### config.mk
export PLATFORM = sky130hd
export DESIGN_NAME = rcb_cmd
export DESIGN_NICKNAME = d
export VERILOG_FILES = /design/src/verilog/rcb_pkg.sv /design/src/verilog/rcb_buf_mem.sv /design/src/verilog/rcb_cmd.sv
export SDC_FILE = /design/constraint.sdc
export NUM_CORES = 2
export LEC_CHECK = 0
export ABC_AREA = 1
export ABC_CLOCK_PERIOD_IN_PS = 3330
export BUFFER_PORTS_ARGS = -buffer_cell sky130_fd_sc_hd__clkbuf_2
export CORE_MARGIN = 2
export CORE_UTILIZATION = 35
export CTS_CLUSTER_DIAMETER = 100
export DETAILED_ROUTE_END_ITERATION = 12
export HOLD_SLACK_MARGIN = 0.05
export PLACE_DENSITY = 0.54
export SKIP_CTS_REPAIR_TIMING = 1
export SLEW_MARGIN = 40
export SYNTH_ARGS = -nofsm -noshare
export SYNTH_HDL_FRONTEND = slang
export SYNTH_SLANG_ARGS = --single-unit
### constraint.sdc
create_clock -name clk_i -period 3.33 [get_ports clk_i]
set_clock_uncertainty 0.1 [all_clocks]
set_input_delay 0.333 -clock clk_i [delete_from_list [all_inputs] [get_ports clk_i]]
set_output_delay 0.333 -clock clk_i [all_outputs]
set_load 0.01 [all_outputs]
### src/verilog/rcb_pkg.sv
// rcb_pkg: constants, register map and carrier types of the
// read/capacity/buffer-readback command block.
// assumes a 40 MHz controller clock and a classic wishbone host.
package rcb_pkg;

	// operation codes
	localparam logic [7:0] OP_READ6    = 8'h08;
	localparam logic [7:0] OP_READ10   = 8'h28;
	localparam logic [7:0] OP_CAPACITY = 8'h25;
	localparam logic [7:0] OP_BUF_READ = 8'h3C;

	// sense keys
	localparam logic [3:0] SK_NONE       = 4'h0;
	localparam logic [3:0] SK_ILLEGAL    = 4'h5;
	localparam logic [3:0] SK_MISCOMPARE = 4'hE;

	// descriptor and answer sizes
	localparam logic [3:0]  CDB_LEN6    = 4'h6;
	localparam logic [3:0]  CDB_LEN10   = 4'hA;
	localparam logic [16:0] CAP_BYTES   = 17'h0_0008;
	localparam logic [16:0] HDR_BYTES   = 17'h0_0004;
	localparam logic [16:0] READ6_ZERO  = 17'h0_0100;
	localparam logic [16:0] AVAIL_LIMIT = 17'h0_FFFF;

	// register byte offsets
	localparam logic [7:0] REG_CTRL     = 8'h00;
	localparam logic [7:0] REG_LAST_LBA = 8'h04;
	localparam logic [7:0] REG_BLK_LEN  = 8'h08;
	localparam logic [7:0] REG_TRK_MASK = 8'h0C;
	localparam logic [7:0] REG_BUF_PTR  = 8'h10;
	localparam logic [7:0] REG_BUF_DATA = 8'h14;
	localparam logic [7:0] REG_BUF_LEN  = 8'h18;
	localparam logic [7:0] REG_STATUS   = 8'h1C;
	localparam logic [7:0] REG_MASK     = 8'h20;
	localparam logic [7:0] REG_STATE    = 8'h24;

	// reset values
	localparam logic [31:0] CTRL_RST     = 32'h0000_0001;
	localparam logic [31:0] LAST_LBA_RST = 32'h0000_0000;
	localparam logic [31:0] BLK_LEN_RST  = 32'h0000_0100;
	localparam logic [31:0] TRK_MASK_RST = 32'h0000_003F;

	// field positions
	localparam int CTRL_EN_BIT = 0;
	localparam int ST_DONE     = 0;
	localparam int ST_CHECK    = 1;
	localparam int ST_MISCMP   = 2;
	localparam int ST_W        = 3;

	typedef enum logic [2:0] {
		S_IDLE   = 3'b000,
		S_CDB    = 3'b001,
		S_DECODE = 3'b010,
		S_SEND   = 3'b011,
		S_MEDIA  = 3'b100,
		S_DONE   = 3'b101
	} rcb_state_e;

	typedef struct packed {
		logic       valid;
		logic       last;
		logic [7:0] data;
	} rcb_din_s;

	typedef struct packed {
		logic        req;
		logic [31:0] lba;
		logic [16:0] count;
	} rcb_media_s;

	typedef struct packed {
		logic       done;
		logic       check;
		logic [3:0] sense;
	} rcb_resp_s;

endpackage

### src/verilog/rcb_buf_mem.sv
// rcb_buf_mem: byte-wide data buffer, one write port, one read port.
// assumes the write side comes from the register bus.
`timescale 1ns/1ps
`default_nettype none
module rcb_buf_mem #(
	parameter int DEPTH = 256,
	parameter int AW    = 8
) (
	// clock
	input  wire logic          clk_i,
	// write port
	input  wire logic          we_i,
	input  wire logic [AW-1:0] waddr_i,
	input  wire logic [7:0]    wdata_i,
	// read port, combinational
	input  wire logic [AW-1:0] raddr_i,
	output logic      [7:0]    rdata_o
);
	logic [7:0] mem_q [DEPTH];

	// no reset: contents are undefined until written
	always_ff @(posedge clk_i) begin
		if (we_i) begin
			mem_q[waddr_i] <= wdata_i;
		end
	end

	assign rdata_o = mem_q[raddr_i];
endmodule
`default_nettype wire

### src/verilog/rcb_cmd.sv
// rcb_cmd: target-side decode and execution of block read, capacity
// query and buffer readback descriptors, with a wishbone register file.
// assumes phase sequencing outside feeds descriptor bytes and drains
// the data-in stream; media access answers on media_done_i.
// Functional notes
// - both 6-byte and 10-byte read descriptors are accepted and executed
// - 10-byte read with count zero moves nothing, no error, acts as seek
// - read starts at the addressed block, returning latest written data
// - capacity query opcode 25h answers with unit capacity
// - partial flag clear: report last block address and block length
// - partial flag set: last block before a delay, at or above request
// - capacity answer is eight bytes: address then length, msb first
// - buffer readback opcode 3ch returns internal buffer contents
// - buffer readback with allocation zero moves nothing, no error
// - readback ends after the lesser of allocation or available data
// - four-byte header first: two reserved, then 16-bit available length
// - available length capped at 65535 and at real buffer size
// - available length zero means no buffer bytes after header
// - truncation never alters the reported available length
// - other command between buffer write and readback: miscompare check
// - miscompare still transfers the requested data
//
// The implementer's own choices: the address map and the Wishbone interface to the registers.
`timescale 1ns/1ps
`default_nettype none
module rcb_cmd #(
	parameter int DEPTH = 256,
	parameter int AW    = 8
) (
	// clock and reset
	input  wire logic               clk_i,
	input  wire logic               rst_i,
	// wishbone slave
	input  wire logic               wb_cyc_i,
	input  wire logic               wb_stb_i,
	input  wire logic               wb_we_i,
	input  wire logic [7:0]         wb_adr_i,
	input  wire logic [3:0]         wb_sel_i,
	input  wire logic [31:0]        wb_dat_i,
	output logic      [31:0]        wb_dat_o,
	output logic                    wb_ack_o,
	// descriptor bytes in
	input  wire logic               cdb_valid_i,
	input  wire logic [7:0]         cdb_byte_i,
	// data-in stream
	output rcb_pkg::rcb_din_s       din_o,
	input  wire logic               din_ready_i,
	// media read request
	output rcb_pkg::rcb_media_s     media_o,
	input  wire logic               media_done_i,
	// completion and interrupt
	output rcb_pkg::rcb_resp_s      resp_o,
	output logic                    irq_o
);
	import rcb_pkg::*;

	rcb_state_e       st_q;
	logic [7:0]       cdb_q [10];
	logic [3:0]       cnt_q;
	logic [31:0]      ctrl_q, last_lba_q, blk_len_q, trk_mask_q;
	logic [AW-1:0]    ptr_q;
	logic [15:0]      buf_len_q, avail_cmd_q;
	logic [ST_W-1:0]  status_q, status_d, mask_q, set_ev;
	logic             ack_q, stale_q, miscmp_q, err_q, buf_mode_q;
	logic [31:0]      rdat_q;
	logic [63:0]      cap_word_q;
	logic [16:0]      total_q, idx_q;
	rcb_din_s         din_q;
	rcb_media_s       media_q;
	rcb_resp_s        resp_q;
	logic [7:0]       mem_rd, byte_sel;
	logic             wr_en, rd_en;
	logic [7:0]       opc;
	logic [31:0]      lba10, lba6, pmi_lba;
	logic [16:0]      cnt10, cnt6, alloc, avail_all, buf_total;
	logic [15:0]      avail_rep;
	logic             relative_addressing_bit, partial_medium_flag, cap_bad;
	logic [16:0]      rd_ofs;

	function automatic logic [31:0] merge(input logic [31:0] old,
		input logic [31:0] nw, input logic [3:0] sel);
		logic [31:0] r;
		r = old;
		for (int b = 0; b < 4; b++) begin
			if (sel[b]) begin
				r[8*b +: 8] = nw[8*b +: 8];
			end
		end
		return r;
	endfunction

	// descriptor fields
	assign opc       = cdb_q[0];
	assign relative_addressing_bit       = cdb_q[1][0];
	assign partial_medium_flag       = cdb_q[8][0];
	assign lba10     = {cdb_q[2], cdb_q[3], cdb_q[4], cdb_q[5]};
	assign cnt10     = {1'b0, cdb_q[7], cdb_q[8]};
	assign lba6      = {11'h000, cdb_q[1][4:0], cdb_q[2], cdb_q[3]};
	assign cnt6      = (cdb_q[4] == 8'h00) ? READ6_ZERO
		: {9'h000, cdb_q[4]};
	assign alloc     = {1'b0, cdb_q[7], cdb_q[8]};
	// track end, clamped to unit end
	assign pmi_lba   = ((lba10 | trk_mask_q) > last_lba_q) ? last_lba_q
		: (lba10 | trk_mask_q);
	assign cap_bad   = relative_addressing_bit || (!partial_medium_flag && lba10 != 32'h0000_0000)
		|| (partial_medium_flag && lba10 > last_lba_q);
	// available length never above buffer size or 16 bits
	assign avail_rep = (buf_len_q > 16'(DEPTH)) ? 16'(DEPTH)
		: buf_len_q;
	assign avail_all = HDR_BYTES + {1'b0, avail_rep};
	assign buf_total = (alloc < avail_all) ? alloc : avail_all;

	// wishbone: answer one cycle after the strobe, unmapped reads zero
	assign wr_en = wb_cyc_i && wb_stb_i && wb_we_i && !ack_q;
	assign rd_en = wb_cyc_i && wb_stb_i && !ack_q;

	always_ff @(posedge clk_i) begin
		if (rst_i) begin
			ack_q <= 1'b0;
		end else begin
			ack_q <= wb_cyc_i && wb_stb_i && !ack_q;
		end
	end

	always_ff @(posedge clk_i) begin
		if (rst_i) begin
			rdat_q <= 32'h0000_0000;
		end else if (rd_en) begin
			unique case (wb_adr_i)
			REG_CTRL:     rdat_q <= ctrl_q;
			REG_LAST_LBA: rdat_q <= last_lba_q;
			REG_BLK_LEN:  rdat_q <= blk_len_q;
			REG_TRK_MASK: rdat_q <= trk_mask_q;
			REG_BUF_PTR:  rdat_q <= 32'(ptr_q);
			REG_BUF_LEN:  rdat_q <= {16'h0000, buf_len_q};
			REG_STATUS:   rdat_q <= 32'(status_q);
			REG_MASK:     rdat_q <= 32'(mask_q);
			REG_STATE:    rdat_q <= {20'h0_0000, resp_q.sense,
				stale_q, 4'h0, st_q};
			default:      rdat_q <= 32'h0000_0000;
			endcase
		end
	end

	always_ff @(posedge clk_i) begin
		if (rst_i) begin
			ctrl_q     <= CTRL_RST;
			last_lba_q <= LAST_LBA_RST;
			blk_len_q  <= BLK_LEN_RST;
			trk_mask_q <= TRK_MASK_RST;
			mask_q     <= '0;
		end else if (wr_en) begin
			unique case (wb_adr_i)
			REG_CTRL:     ctrl_q <= merge(ctrl_q, wb_dat_i, wb_sel_i);
			REG_LAST_LBA: last_lba_q <= merge(last_lba_q, wb_dat_i,
				wb_sel_i);
			REG_BLK_LEN:  blk_len_q <= merge(blk_len_q, wb_dat_i,
				wb_sel_i);
			REG_TRK_MASK: trk_mask_q <= merge(trk_mask_q, wb_dat_i,
				wb_sel_i);
			REG_MASK:     mask_q <= wb_dat_i[ST_W-1:0];
			default:      ;
			endcase
		end
	end

	// buffer fill: byte writes auto-increment the pointer
	always_ff @(posedge clk_i) begin
		if (rst_i) begin
			ptr_q     <= '0;
			buf_len_q <= 16'h0000;
		end else if (wr_en && wb_adr_i == REG_BUF_PTR) begin
			ptr_q <= wb_dat_i[AW-1:0];
		end else if (wr_en && wb_adr_i == REG_BUF_DATA && wb_sel_i[0]) begin
			ptr_q <= ptr_q + 1'b1;
		end else if (wr_en && wb_adr_i == REG_BUF_LEN) begin
			buf_len_q <= wb_dat_i[15:0];
		end
	end

	// writing the length closes a buffer write; any other command
	// decoded afterwards marks the contents suspect
	always_ff @(posedge clk_i) begin
		if (rst_i) begin
			stale_q <= 1'b0;
		end else if (st_q == S_DECODE && opc != OP_BUF_READ) begin
			stale_q <= 1'b1;
		end else if (wr_en && wb_adr_i == REG_BUF_LEN) begin
			stale_q <= 1'b0;
		end
	end

	assign rd_ofs = idx_q - HDR_BYTES;

	rcb_buf_mem #(
		.DEPTH (DEPTH),
		.AW    (AW)
	) u_mem (
		.clk_i   (clk_i),
		.we_i    (wr_en && wb_adr_i == REG_BUF_DATA && wb_sel_i[0]),
		.waddr_i (ptr_q),
		.wdata_i (wb_dat_i[7:0]),
		.raddr_i (rd_ofs[AW-1:0]),
		.rdata_o (mem_rd)
	);

	// byte for the current stream position
	always_comb begin
		byte_sel = 8'h00;
		if (!buf_mode_q) begin
			byte_sel = cap_word_q[8*(7 - idx_q[2:0]) +: 8];
		end else if (idx_q == 17'h0_0002) begin
			byte_sel = avail_cmd_q[15:8];
		end else if (idx_q == 17'h0_0003) begin
			byte_sel = avail_cmd_q[7:0];
		end else if (idx_q >= HDR_BYTES) begin
			byte_sel = mem_rd;
		end
	end

	// command sequencer
	always_ff @(posedge clk_i) begin
		if (rst_i) begin
			st_q        <= S_IDLE;
			cnt_q       <= 4'h0;
			err_q       <= 1'b0;
			miscmp_q    <= 1'b0;
			buf_mode_q  <= 1'b0;
			cap_word_q  <= '0;
			total_q     <= '0;
			idx_q       <= '0;
			avail_cmd_q <= 16'h0000;
			din_q       <= '0;
			media_q     <= '0;
			for (int i = 0; i < 10; i++) begin
				cdb_q[i] <= 8'h00;
			end
		end else begin
			unique case (st_q)
			S_IDLE: begin
				err_q    <= 1'b0;
				miscmp_q <= 1'b0;
				idx_q    <= '0;
				if (ctrl_q[CTRL_EN_BIT] && cdb_valid_i) begin
					cdb_q[0] <= cdb_byte_i;
					cnt_q    <= 4'h1;
					st_q     <= S_CDB;
				end
			end
			S_CDB: begin
				if (cdb_valid_i) begin
					cdb_q[cnt_q] <= cdb_byte_i;
					cnt_q        <= cnt_q + 1'b1;
					// group-zero codes are six bytes long
					if (cnt_q == ((opc[7:5] == 3'b000) ? CDB_LEN6
						: CDB_LEN10) - 4'h1) begin
						st_q <= S_DECODE;
					end
				end
			end
			S_DECODE: begin
				buf_mode_q <= (opc == OP_BUF_READ);
				unique case (opc)
				OP_READ6: begin
					media_q <= '{req: 1'b1, lba: lba6, count: cnt6};
					st_q    <= S_MEDIA;
				end
				OP_READ10: begin
					if (relative_addressing_bit) begin
						err_q <= 1'b1;
						st_q  <= S_DONE;
					end else if (cnt10 == 17'h0_0000) begin
						st_q <= S_DONE;
					end else begin
						media_q <= '{req: 1'b1, lba: lba10,
							count: cnt10};
						st_q    <= S_MEDIA;
					end
				end
				OP_CAPACITY: begin
					if (cap_bad) begin
						err_q <= 1'b1;
						st_q  <= S_DONE;
					end else begin
						cap_word_q <= {partial_medium_flag ? pmi_lba : last_lba_q,
							blk_len_q};
						total_q    <= CAP_BYTES;
						st_q       <= S_SEND;
					end
				end
				OP_BUF_READ: begin
					miscmp_q    <= stale_q;
					avail_cmd_q <= avail_rep;
					total_q     <= buf_total;
					if (relative_addressing_bit) begin
						err_q <= 1'b1;
						st_q  <= S_DONE;
					end else if (buf_total == 17'h0_0000) begin
						st_q <= S_DONE;
					end else begin
						st_q <= S_SEND;
					end
				end
				default: begin
					err_q <= 1'b1;
					st_q  <= S_DONE;
				end
				endcase
			end
			S_SEND: begin
				if (!din_q.valid || din_ready_i) begin
					if (idx_q < total_q) begin
						din_q <= '{valid: 1'b1,
							last: idx_q == total_q - 17'h0_0001,
							data: byte_sel};
						idx_q <= idx_q + 17'h0_0001;
					end else begin
						din_q.valid <= 1'b0;
						din_q.last  <= 1'b0;
						st_q        <= S_DONE;
					end
				end
			end
			S_MEDIA: begin
				// held until the media side finishes the blocks
				if (media_done_i) begin
					media_q.req <= 1'b0;
					st_q        <= S_DONE;
				end
			end
			S_DONE: st_q <= S_IDLE;
			default: st_q <= S_IDLE;
			endcase
		end
	end

	// completion: illegal request beats miscompare
	always_ff @(posedge clk_i) begin
		if (rst_i) begin
			resp_q <= '0;
		end else if (st_q == S_DONE) begin
			resp_q.done  <= 1'b1;
			resp_q.check <= err_q || (buf_mode_q && miscmp_q);
			resp_q.sense <= err_q ? SK_ILLEGAL
				: (buf_mode_q && miscmp_q) ? SK_MISCOMPARE
				: SK_NONE;
		end else begin
			resp_q.done <= 1'b0;
		end
	end

	// sticky events, write one to clear, set wins
	always_comb begin
		set_ev = '0;
		set_ev[ST_DONE]   = (st_q == S_DONE);
		set_ev[ST_CHECK]  = (st_q == S_DONE) && err_q;
		set_ev[ST_MISCMP] = (st_q == S_DONE) && buf_mode_q && miscmp_q;
		status_d = status_q;
		if (wr_en && wb_adr_i == REG_STATUS) begin
			status_d = status_q & ~wb_dat_i[ST_W-1:0];
		end
		status_d = status_d | set_ev;
	end

	always_ff @(posedge clk_i) begin
		if (rst_i) begin
			status_q <= '0;
			irq_o    <= 1'b0;
		end else begin
			status_q <= status_d;
			irq_o    <= |(status_d & mask_q);
		end
	end

	assign wb_ack_o = ack_q;
	assign wb_dat_o = rdat_q;
	assign din_o    = din_q;
	assign media_o  = media_q;
	assign resp_o   = resp_q;

	read10_seek_a: assert property (@(posedge clk_i) disable iff (rst_i)
		st_q == S_DECODE && opc == OP_READ10 && !relative_addressing_bit && cnt10 == 17'h0
		|=> st_q == S_DONE && !media_q.req ##1 !resp_q.check)
		else $error("zero-length read did not complete as seek");

	read10_rel_a: assert property (@(posedge clk_i) disable iff (rst_i)
		st_q == S_DECODE && opc == OP_READ10 && relative_addressing_bit
		|=> ##1 resp_q.done && resp_q.sense == SK_ILLEGAL)
		else $error("relative read not refused");

	read6_count_a: assert property (@(posedge clk_i) disable iff (rst_i)
		st_q == S_DECODE && opc == OP_READ6
		|=> media_q.req && media_q.count == $past(cnt6)
			&& media_q.lba == $past(lba6))
		else $error("short read request wrong");

	read_lba_a: assert property (@(posedge clk_i) disable iff (rst_i)
		st_q == S_DECODE && opc == OP_READ10 && !relative_addressing_bit && cnt10 != 17'h0
		|=> media_q.req && media_q.lba == $past(lba10)
			&& media_q.count == $past(cnt10))
		else $error("read request address or count wrong");

	cap_full_a: assert property (@(posedge clk_i) disable iff (rst_i)
		st_q == S_DECODE && opc == OP_CAPACITY && !cap_bad && !partial_medium_flag
		|=> cap_word_q == {$past(last_lba_q), $past(blk_len_q)}
			&& total_q == 17'h0_0008)
		else $error("capacity answer wrong");

	cap_pmi_a: assert property (@(posedge clk_i) disable iff (rst_i)
		st_q == S_DECODE && opc == OP_CAPACITY && !cap_bad && partial_medium_flag
		|=> cap_word_q[63:32] >= $past(lba10)
			&& cap_word_q[63:32] <= $past(last_lba_q))
		else $error("partial capacity address out of range");

	buf_zero_a: assert property (@(posedge clk_i) disable iff (rst_i)
		st_q == S_DECODE && opc == OP_BUF_READ && !relative_addressing_bit && alloc == 17'h0
		|=> st_q == S_DONE ##1 resp_q.done && resp_q.sense != SK_ILLEGAL)
		else $error("zero allocation readback misbehaved");

	buf_trunc_a: assert property (@(posedge clk_i) disable iff (rst_i)
		st_q == S_DECODE && opc == OP_BUF_READ
		|=> total_q <= $past(alloc) && total_q <= $past(avail_all)
			&& (total_q == $past(alloc) || total_q == $past(avail_all)))
		else $error("readback length not the lesser amount");

	hdr_empty_a: assert property (@(posedge clk_i) disable iff (rst_i)
		din_q.valid && buf_mode_q && idx_q > HDR_BYTES
		|-> avail_cmd_q != 16'h0000)
		else $error("buffer bytes sent with zero available length");

	avail_cap_a: assert property (@(posedge clk_i) disable iff (rst_i)
		avail_cmd_q <= 16'(DEPTH))
		else $error("available length above buffer size");

	miscmp_resp_a: assert property (@(posedge clk_i) disable iff (rst_i)
		st_q == S_DONE && buf_mode_q && miscmp_q && !err_q
		|=> resp_q.check && resp_q.sense == SK_MISCOMPARE)
		else $error("miscompare not reported");

	stale_mark_a: assert property (@(posedge clk_i) disable iff (rst_i)
		st_q == S_DECODE && opc != OP_BUF_READ |=> stale_q)
		else $error("other command did not mark buffer suspect");
endmodule
`default_nettype wire

Yosys cells after proc, flatten, opt, wreduce, memory -nomap -nowiden --
Memories as Yosys holds them, arrays and structs flattened. Index checks and enable logic that the tools add are counted.
Storage, ports and cells: bits in writable memories 2128, output and inout bits 100, bits in registers 383, logic and storage cells 248, memories kept 2, input port bits 60
Memory list:
- u_mem.mem_q | depth 256, width 8, read ports 1, clocked after memory_dff 0, wr ports 1, RTL line rcb_buf_mem.sv:19 | logic [7:0] mem_q [DEPTH];
- cdb_q | depth 10, width 8, read ports 8, clocked after memory_dff 0, wr ports 10, RTL line rcb_cmd.sv:58 | logic [7:0] cdb_q [10];
Cells by class: equality and inequality tests 40, reductions and logical operators 72, $add $sub $neg 8, bitwise operators 9, magnitude comparators 6, multiplexer cells 68, shift operators 1
Operators by type and width (number):
- $pmux 32 s9 | 1
- $mux 50 | 2
- $pmux 50 s2 | 1
- $mux 17 | 4
- $pmux 17 s2 | 2
- $reduce_and 3->1 | 22
- $gt 32x32->1 | 2
- $mux 32 | 2
- $mux 8 | 8
- $shiftx 64x33->8 | 1
- $eq 8x6->1 const B | 5
- $eq 17x2->1 const B | 2
- $logic_not 17->1 | 2
- $eq 8x5->1 const B | 4
- $or 32x32->32 | 1
- $reduce_bool 32->1 | 1
- $mux 3 | 10
- $eq 8x4->1 const B | 3
- $mux 4 | 6
- $mux 1 | 22
- $ne 2x2->1 const B | 11
- $add 17x1->17 const B | 1
- $add 3x16->17 const A | 1
- $eq 17x17->1 | 1
- 45 further kinds | 89

Logic depth before layout (Yosys ltp) --
word-level depth 10, depth in mapped cells 33, depth with buffers taken out 32

Hierarchy --
A second synthesis with hierarchy kept.
Second synthesis, totals: cell total of the unflattened synthesis 9945, area, all modules 105551.2 µm²
Modules (own cells, without submodules):
- rcb_buf_mem | cells each 6995, instances 1, area each 83236.1 µm²
- rcb_cmd | cells each 2950, instances 1, area each 22315.2 µm²

Worst setup path after synthesis --
Ideal clock, no wire load.
path type reg-to-reg, start reg buf_len_q[12], end reg st_q[1], arrival time 3.332 ns, slack -0.234 ns, stages on the path, launching flop included 32, data required time 3.098 ns, setup time 0.132 ns, path through dfxtp_1 > nor2_1 > nand2_1 > nor2_1 > nand2_1 > nor2_1 > ha_1 > nand4_1 > o21bai_1 > inv_1 > ha_1 > nand2_1 > inv_1 > nand3_1 > nor2_1 > nand2_1 > nand2_1 > nor2_1 > nand2_2 > buf_6 > nand2_2 > nand2_1 > nor2_1 > nand2_1 > nor2_1 > nand3_1 > nand2_1 > nand2_1 > nand3_1 > nand2_1 > nand2_1 > a21oi_1
On the way: cells in the longest elaborated chain, start to end 10
RTL lines:
- from (decl) | RTL line rcb_cmd.sv:62 | logic [15:0] buf_len_q, avail_cmd_q;
- from (signal assigned) | RTL line rcb_cmd.sv:177 | buf_len_q <= wb_dat_i[15:0];
- $gt 16x9->1 (*) | RTL line rcb_cmd.sv:108 | assign avail_rep = (buf_len_q > 16'(DEPTH)) ? 16'(DEPTH)
- $mux 16 (*) | RTL line rcb_cmd.sv:108
- net avail_rep[2] | RTL line rcb_cmd.sv:76 | logic [15:0] avail_rep;
- $add 3x16->17 (*) | RTL line rcb_cmd.sv:110 | assign avail_all = HDR_BYTES + {1'b0, avail_rep};
- $lt 16x17->1 | RTL line rcb_cmd.sv:111 | assign buf_total = (alloc < avail_all) ? alloc : avail_all;
- $mux 17 (*) | RTL line rcb_cmd.sv:111
- $logic_not 17->1 (*) | RTL line rcb_cmd.sv:298 | end else if (buf_total == 17'h0_0000) begin
- $mux 3 (*) | RTL line rcb_cmd.sv:298
- $mux 3 (*) | RTL line rcb_cmd.sv:295 | if (relative_addressing_bit) begin
- $pmux 3 s4 (*) | RTL line rcb_cmd.sv:263 | unique case (opc)
- $pmux 3 s5 (*) | RTL line rcb_cmd.sv:239 | unique case (st_q)
- to (signal assigned) | RTL line rcb_cmd.sv:266 | st_q <= S_MEDIA;
- to (signal assigned) | RTL line rcb_cmd.sv:297 | st_q <= S_DONE;
- to (signal assigned) | RTL line rcb_cmd.sv:299 | st_q <= S_DONE;
- to (decl) | RTL line rcb_cmd.sv:57 | rcb_state_e st_q;
The timed path passes the listed nets; every way through them passes the cells marked *. A chain may end at the register's enable or synchronous reset.

Final worst setup path --
start reg buf_len_q[6], end reg st_q[1]
Same word-level chain as after synthesis.

==> key figures <==
Critical path
  • Reg-to-reg setup timing slack: -0.31 ns
  • Critical Path Stages: 30
  • Crit-path most repeated cell: nand2_1
  • CP startpoint kind: register
  • Critical Path AT: 4.25 ns
  • CP endpoint kind: register
  • Reg-to-Reg Start: buf_len_q[6]
  • Reg2reg end: st_q[1]
  • Crit-path max cell delay: between 0.3 and 0.4 ns
  • CP top delay family: simple AND/OR/NAND/NOR gates
  • Beginning of the critical path: buf_len_q[6]
  • Worst-path maximum fanout: 7
  • CP required: around 3.9 ns
  • R2R depth: 30
  • Worst setup path endpoint: st_q[1]
  • Crit-path slowest cell: dfxtp_1
  • Crit Path Category: reg2reg
  • CP Buf/Inv Count: 3

GRT
  • First-pass GRT wire length: 494000 um
  • Vias in the first global route: 73600
  • Largest net degree at the start of global routing: 104
  • GRT Total Usage: 0.218
  • Initial antenna violation count: 10
  • Total gr overflow: 0

CTS
  • Clk_lat worst skew: 0.84 ns
  • H-Tree Depth: 5
  • Root Buffer: clkbuf_16
  • Sink Count: 2489
  • CTS tree: built
  • Clock buffer depth: 4
  • CTS Buf Count: 280
  • CTS clk-pin slew, worst paths: 0.06 ns

Synth
  • Largest area contributor in the netlist: edfxtp_1
  • Yosys top cell area share: 0.610
  • Seq/Total Area, Yosys: 0.683
  • Post-synth EDFFs: roughly 2100
  • Avg Synthesized Cell Area: about 11 um2
  • Yosys warns: 0
  • Library cells used by synthesis: 59
  • Top post-synthesis cells by area: edfxtp_1 61%, dfxtp_1 7.3%, nor2_1 5.1%
  • Synth Register Bits: 2489
  • Mapped Area: 104000 um2
  • Mapped Cells: 9165
  • Primary FF master, synth: edfxtp_1
  • FFs w/ async S/R, synth: 0

Final layout
  • Multi-input combinational cell area: 29400 um2
  • Synthesis-to-layout area growth: 20.5%
  • Fin area: 125000 um2
  • Nets: 10100
  • Register Area: 71000 um2
  • Util after Layout: 0.424
  • Layout Cells excl Fill: 14100
  • Filler Cells Inserted: between 20000 and 30000
  • Share of cells above drive strength 1: 0.158

Timing
  • Period utilization: 1.09
  • Pins Over Slew Limit: 0
  • Max Fclk: approximately 0.27 GHz
  • Final setup fails: 2
  • Final hold vios: 3
  • Relative slew slack: 0.398
  • Final hold slack: -0.0102 ns
  • Minimum clock period: 3.64 ns
  • Least-Margin Pin Slew: around 0.9 ns
  • Final worst slack: -0.314 ns
  • RSZ-0062 raised after global routing: true

Power
  • Combinational share of power: 0.205
  • Pwr Total: 81.2 mW
  • Worst IR Drop VDD: 0.000404 V
  • Pint: 57.4 mW
  • Clock share of power: 0.376
  • Leak: 44.1 nW
  • P_sw: 23.8 mW
  • Power Density: between 600 and 700 nW/um2
  • Sequential fraction of design power: 0.419
  • Sw Ratio: 0.293

Status
  • Status: complete, but fails checks
  • Violated checks: hold timing, setup timing

Detailed routing
  • Routed wl met3: 24900 um
  • WL met2: around 160000 um
  • Initial drt markers: 8675
  • Drt pass-1 iters: 8
  • Post-route ant nets: 0
  • Routed wire length: 340000 um
  • Wire length on met1: around 150000 um
  • Via count: 75700
  • Top layer used by detailed routing: met5
  • Residual DRC: 0
  • Via-to-Cell Ratio: roughly 5.4
  • WL/cell: 24.2 um

Floorplanning
  • Num ports: 160
  • CORE AREA: ~290000 um2
  • Die H: between 500 and 600 um
  • Die Width: 549 um
  • Initial core utilization: 0.352
  • Row count: 199
  • Die Area: 301000 um2

Place
  • Gpl congestion: 0.902
  • Port bufs: 158
  • Dpl cells: 13500
  • Post-DP HPWL: 221000 um
  • Placed Area: 115000 um2

Hold path
  • Hold/Removal Path Class: in2reg

Flow run
  • Max Cap Viol: 0
==> Yosys cell counts, types with 23 or more instances <==
library cell / count
buf_4: 53
inv_1: 285
a31oi_1: 76
o22ai_1: 413
dfxtp_1: 380
nand4_1: 26
a21oi_1: 447
buf_1: 31
clkbuf_1: 338
o2111ai_1: 23
buf_2: 126
ha_1: 110
nor2_1: 1415
buf_6: 31
nor3_1: 34
o21ai_1: 83
nand3_1: 301
o211ai_1: 181
edfxtp_1: 2109
or2_2: 23
nand2_1: 1308
o21ai_0: 1031
xor2_1: 31
a211oi_1: 25
mux2i_1: 166
==> power groups by stage <==
stage / Clock [mW] / Combinational, mW / Sequential (mW)
6_report: 30.5 / 16.6 / 34.0
5_1_grt: 32.2 / 17.9 / 34.0
4_1_cts: 31.0 / 15.9 / 34.0
3_5_place_dp: 0 / 15.9 / 34.7
3_3_place_gp: 0 / 15.8 / 34.7
2_1_floorplan: 0 / 9.15 / 34.6
==> per-stage QoR <==
step / setup TNS, ns / worst slack [ns]
6_report: -0.614 / -0.314
5_1_grt: -1.61 / -0.517
3_5_place_dp: -1.28 / -0.431
2_1_floorplan: -0.0176 / -0.0176
4_1_cts: -1.32 / -0.468
3_3_place_gp: -1.59 / -0.528
==> kinds of logic after synthesis <==
logic type	synth area share
XOR/XNOR	0.00362
other	0.0000724
buffers and inverters	0.0385
adder cells (fa/ha/maj)	0.0133
AO/OA/AOI/OAI	0.125
AND/OR/NAND/NOR	0.120
multiplexers	0.0160
flip-flops	0.683
==> registers in the layout, summed over array words and instances (netlist names), 3 cells and up <==
name	count
media_o	49
idx_q	17
trk_mask_q	32
din_o	10
resp_o	4
ctrl_q	32
cap_word_q	64
cdb_q	61
u_mem.mem_q	2048
status_q	3
cnt_q	4
mask_q	3
last_lba_q	32
st_q	3
buf_len_q	16
ptr_q	8
total_q	17
wb_dat_o	32
blk_len_q	32
avail_cmd_q	16
==> cell type report <==
cell class	instances	share of cell area
Tap cell	3919	0.0392
Clock buffer	354	0.0611
Timing Repair inverter	2	0.000180
Clock inverter	139	0.0104
Multi-Input combinational cell	5791	0.235
Sequential cell	2489	0.567
Inverter	299	0.00950
Antenna cell	4	0.0000801
Timing Repair Buffer	1096	0.0772
==> worst min path at each step <==
stage               startpoint               to  slack, ns  cells past startpoint
3_5_place_dp   avail_cmd_q[11]  avail_cmd_q[11]       0.33                      2
5_1_grt               wb_stb_i     wb_dat_o[18]       0.06                      6
3_3_place_gp   avail_cmd_q[11]  avail_cmd_q[11]       0.33                      2
2_1_floorplan  avail_cmd_q[11]  avail_cmd_q[11]       0.32                      2
6_report           wb_sel_i[3]    blk_len_q[25]      -0.01                      5
4_1_cts           wb_dat_i[16]       ctrl_q[16]      -0.35                      3
==> cell usage in the layout (no fill, tap or decap), types with 13 or more instances in the layout <==
cell type      netlist  routed
edfxtp_1          2109    2109
nor2_1            1415    1400
nand2_1           1308    1289
o21ai_0           1031    1030
buf_4               53     762
a21oi_1            447     441
o22ai_1            413     405
dfxtp_1            380     374
clkbuf_16            0     296
inv_1              285     278
nand3_1            301     270
o211ai_1           181     181
mux2i_1            166     166
clkbuf_2             9     149
buf_12               1     108
ha_1               110     106
o21ai_1             83      81
a31oi_1             76      76
clkinv_1             3      59
clkbuf_1           338      52
clkinv_2             0      42
dlygate4sd3_1        0      42
nor3_1              34      33
nand3_2              0      31
xor2_1              31      30
nand4_1             26      26
a211oi_1            25      25
or2_2               23      23
o2111ai_1           23      23
bufinv_16            0      22
nand2_2              4      19
nor2_2               4      13
nor4_1              14      13
buf_6               31      13
==> tightest hold or removal path, cell delays in order <==
cell and delay, ns:
clkbuf_2 0.09, nand2_1 0.15, nor2_1 0.12, o21ai_0 0.15, nor2_1 0.04
==> routing by layer <==
layer	vias up	track usage
li1	34600	-
met1	37700	0.303
met2	2820	0.347
met3	545	0.0355
met4	4	0.0737
met5	-	0
Power figures use the tool's default switching activity.
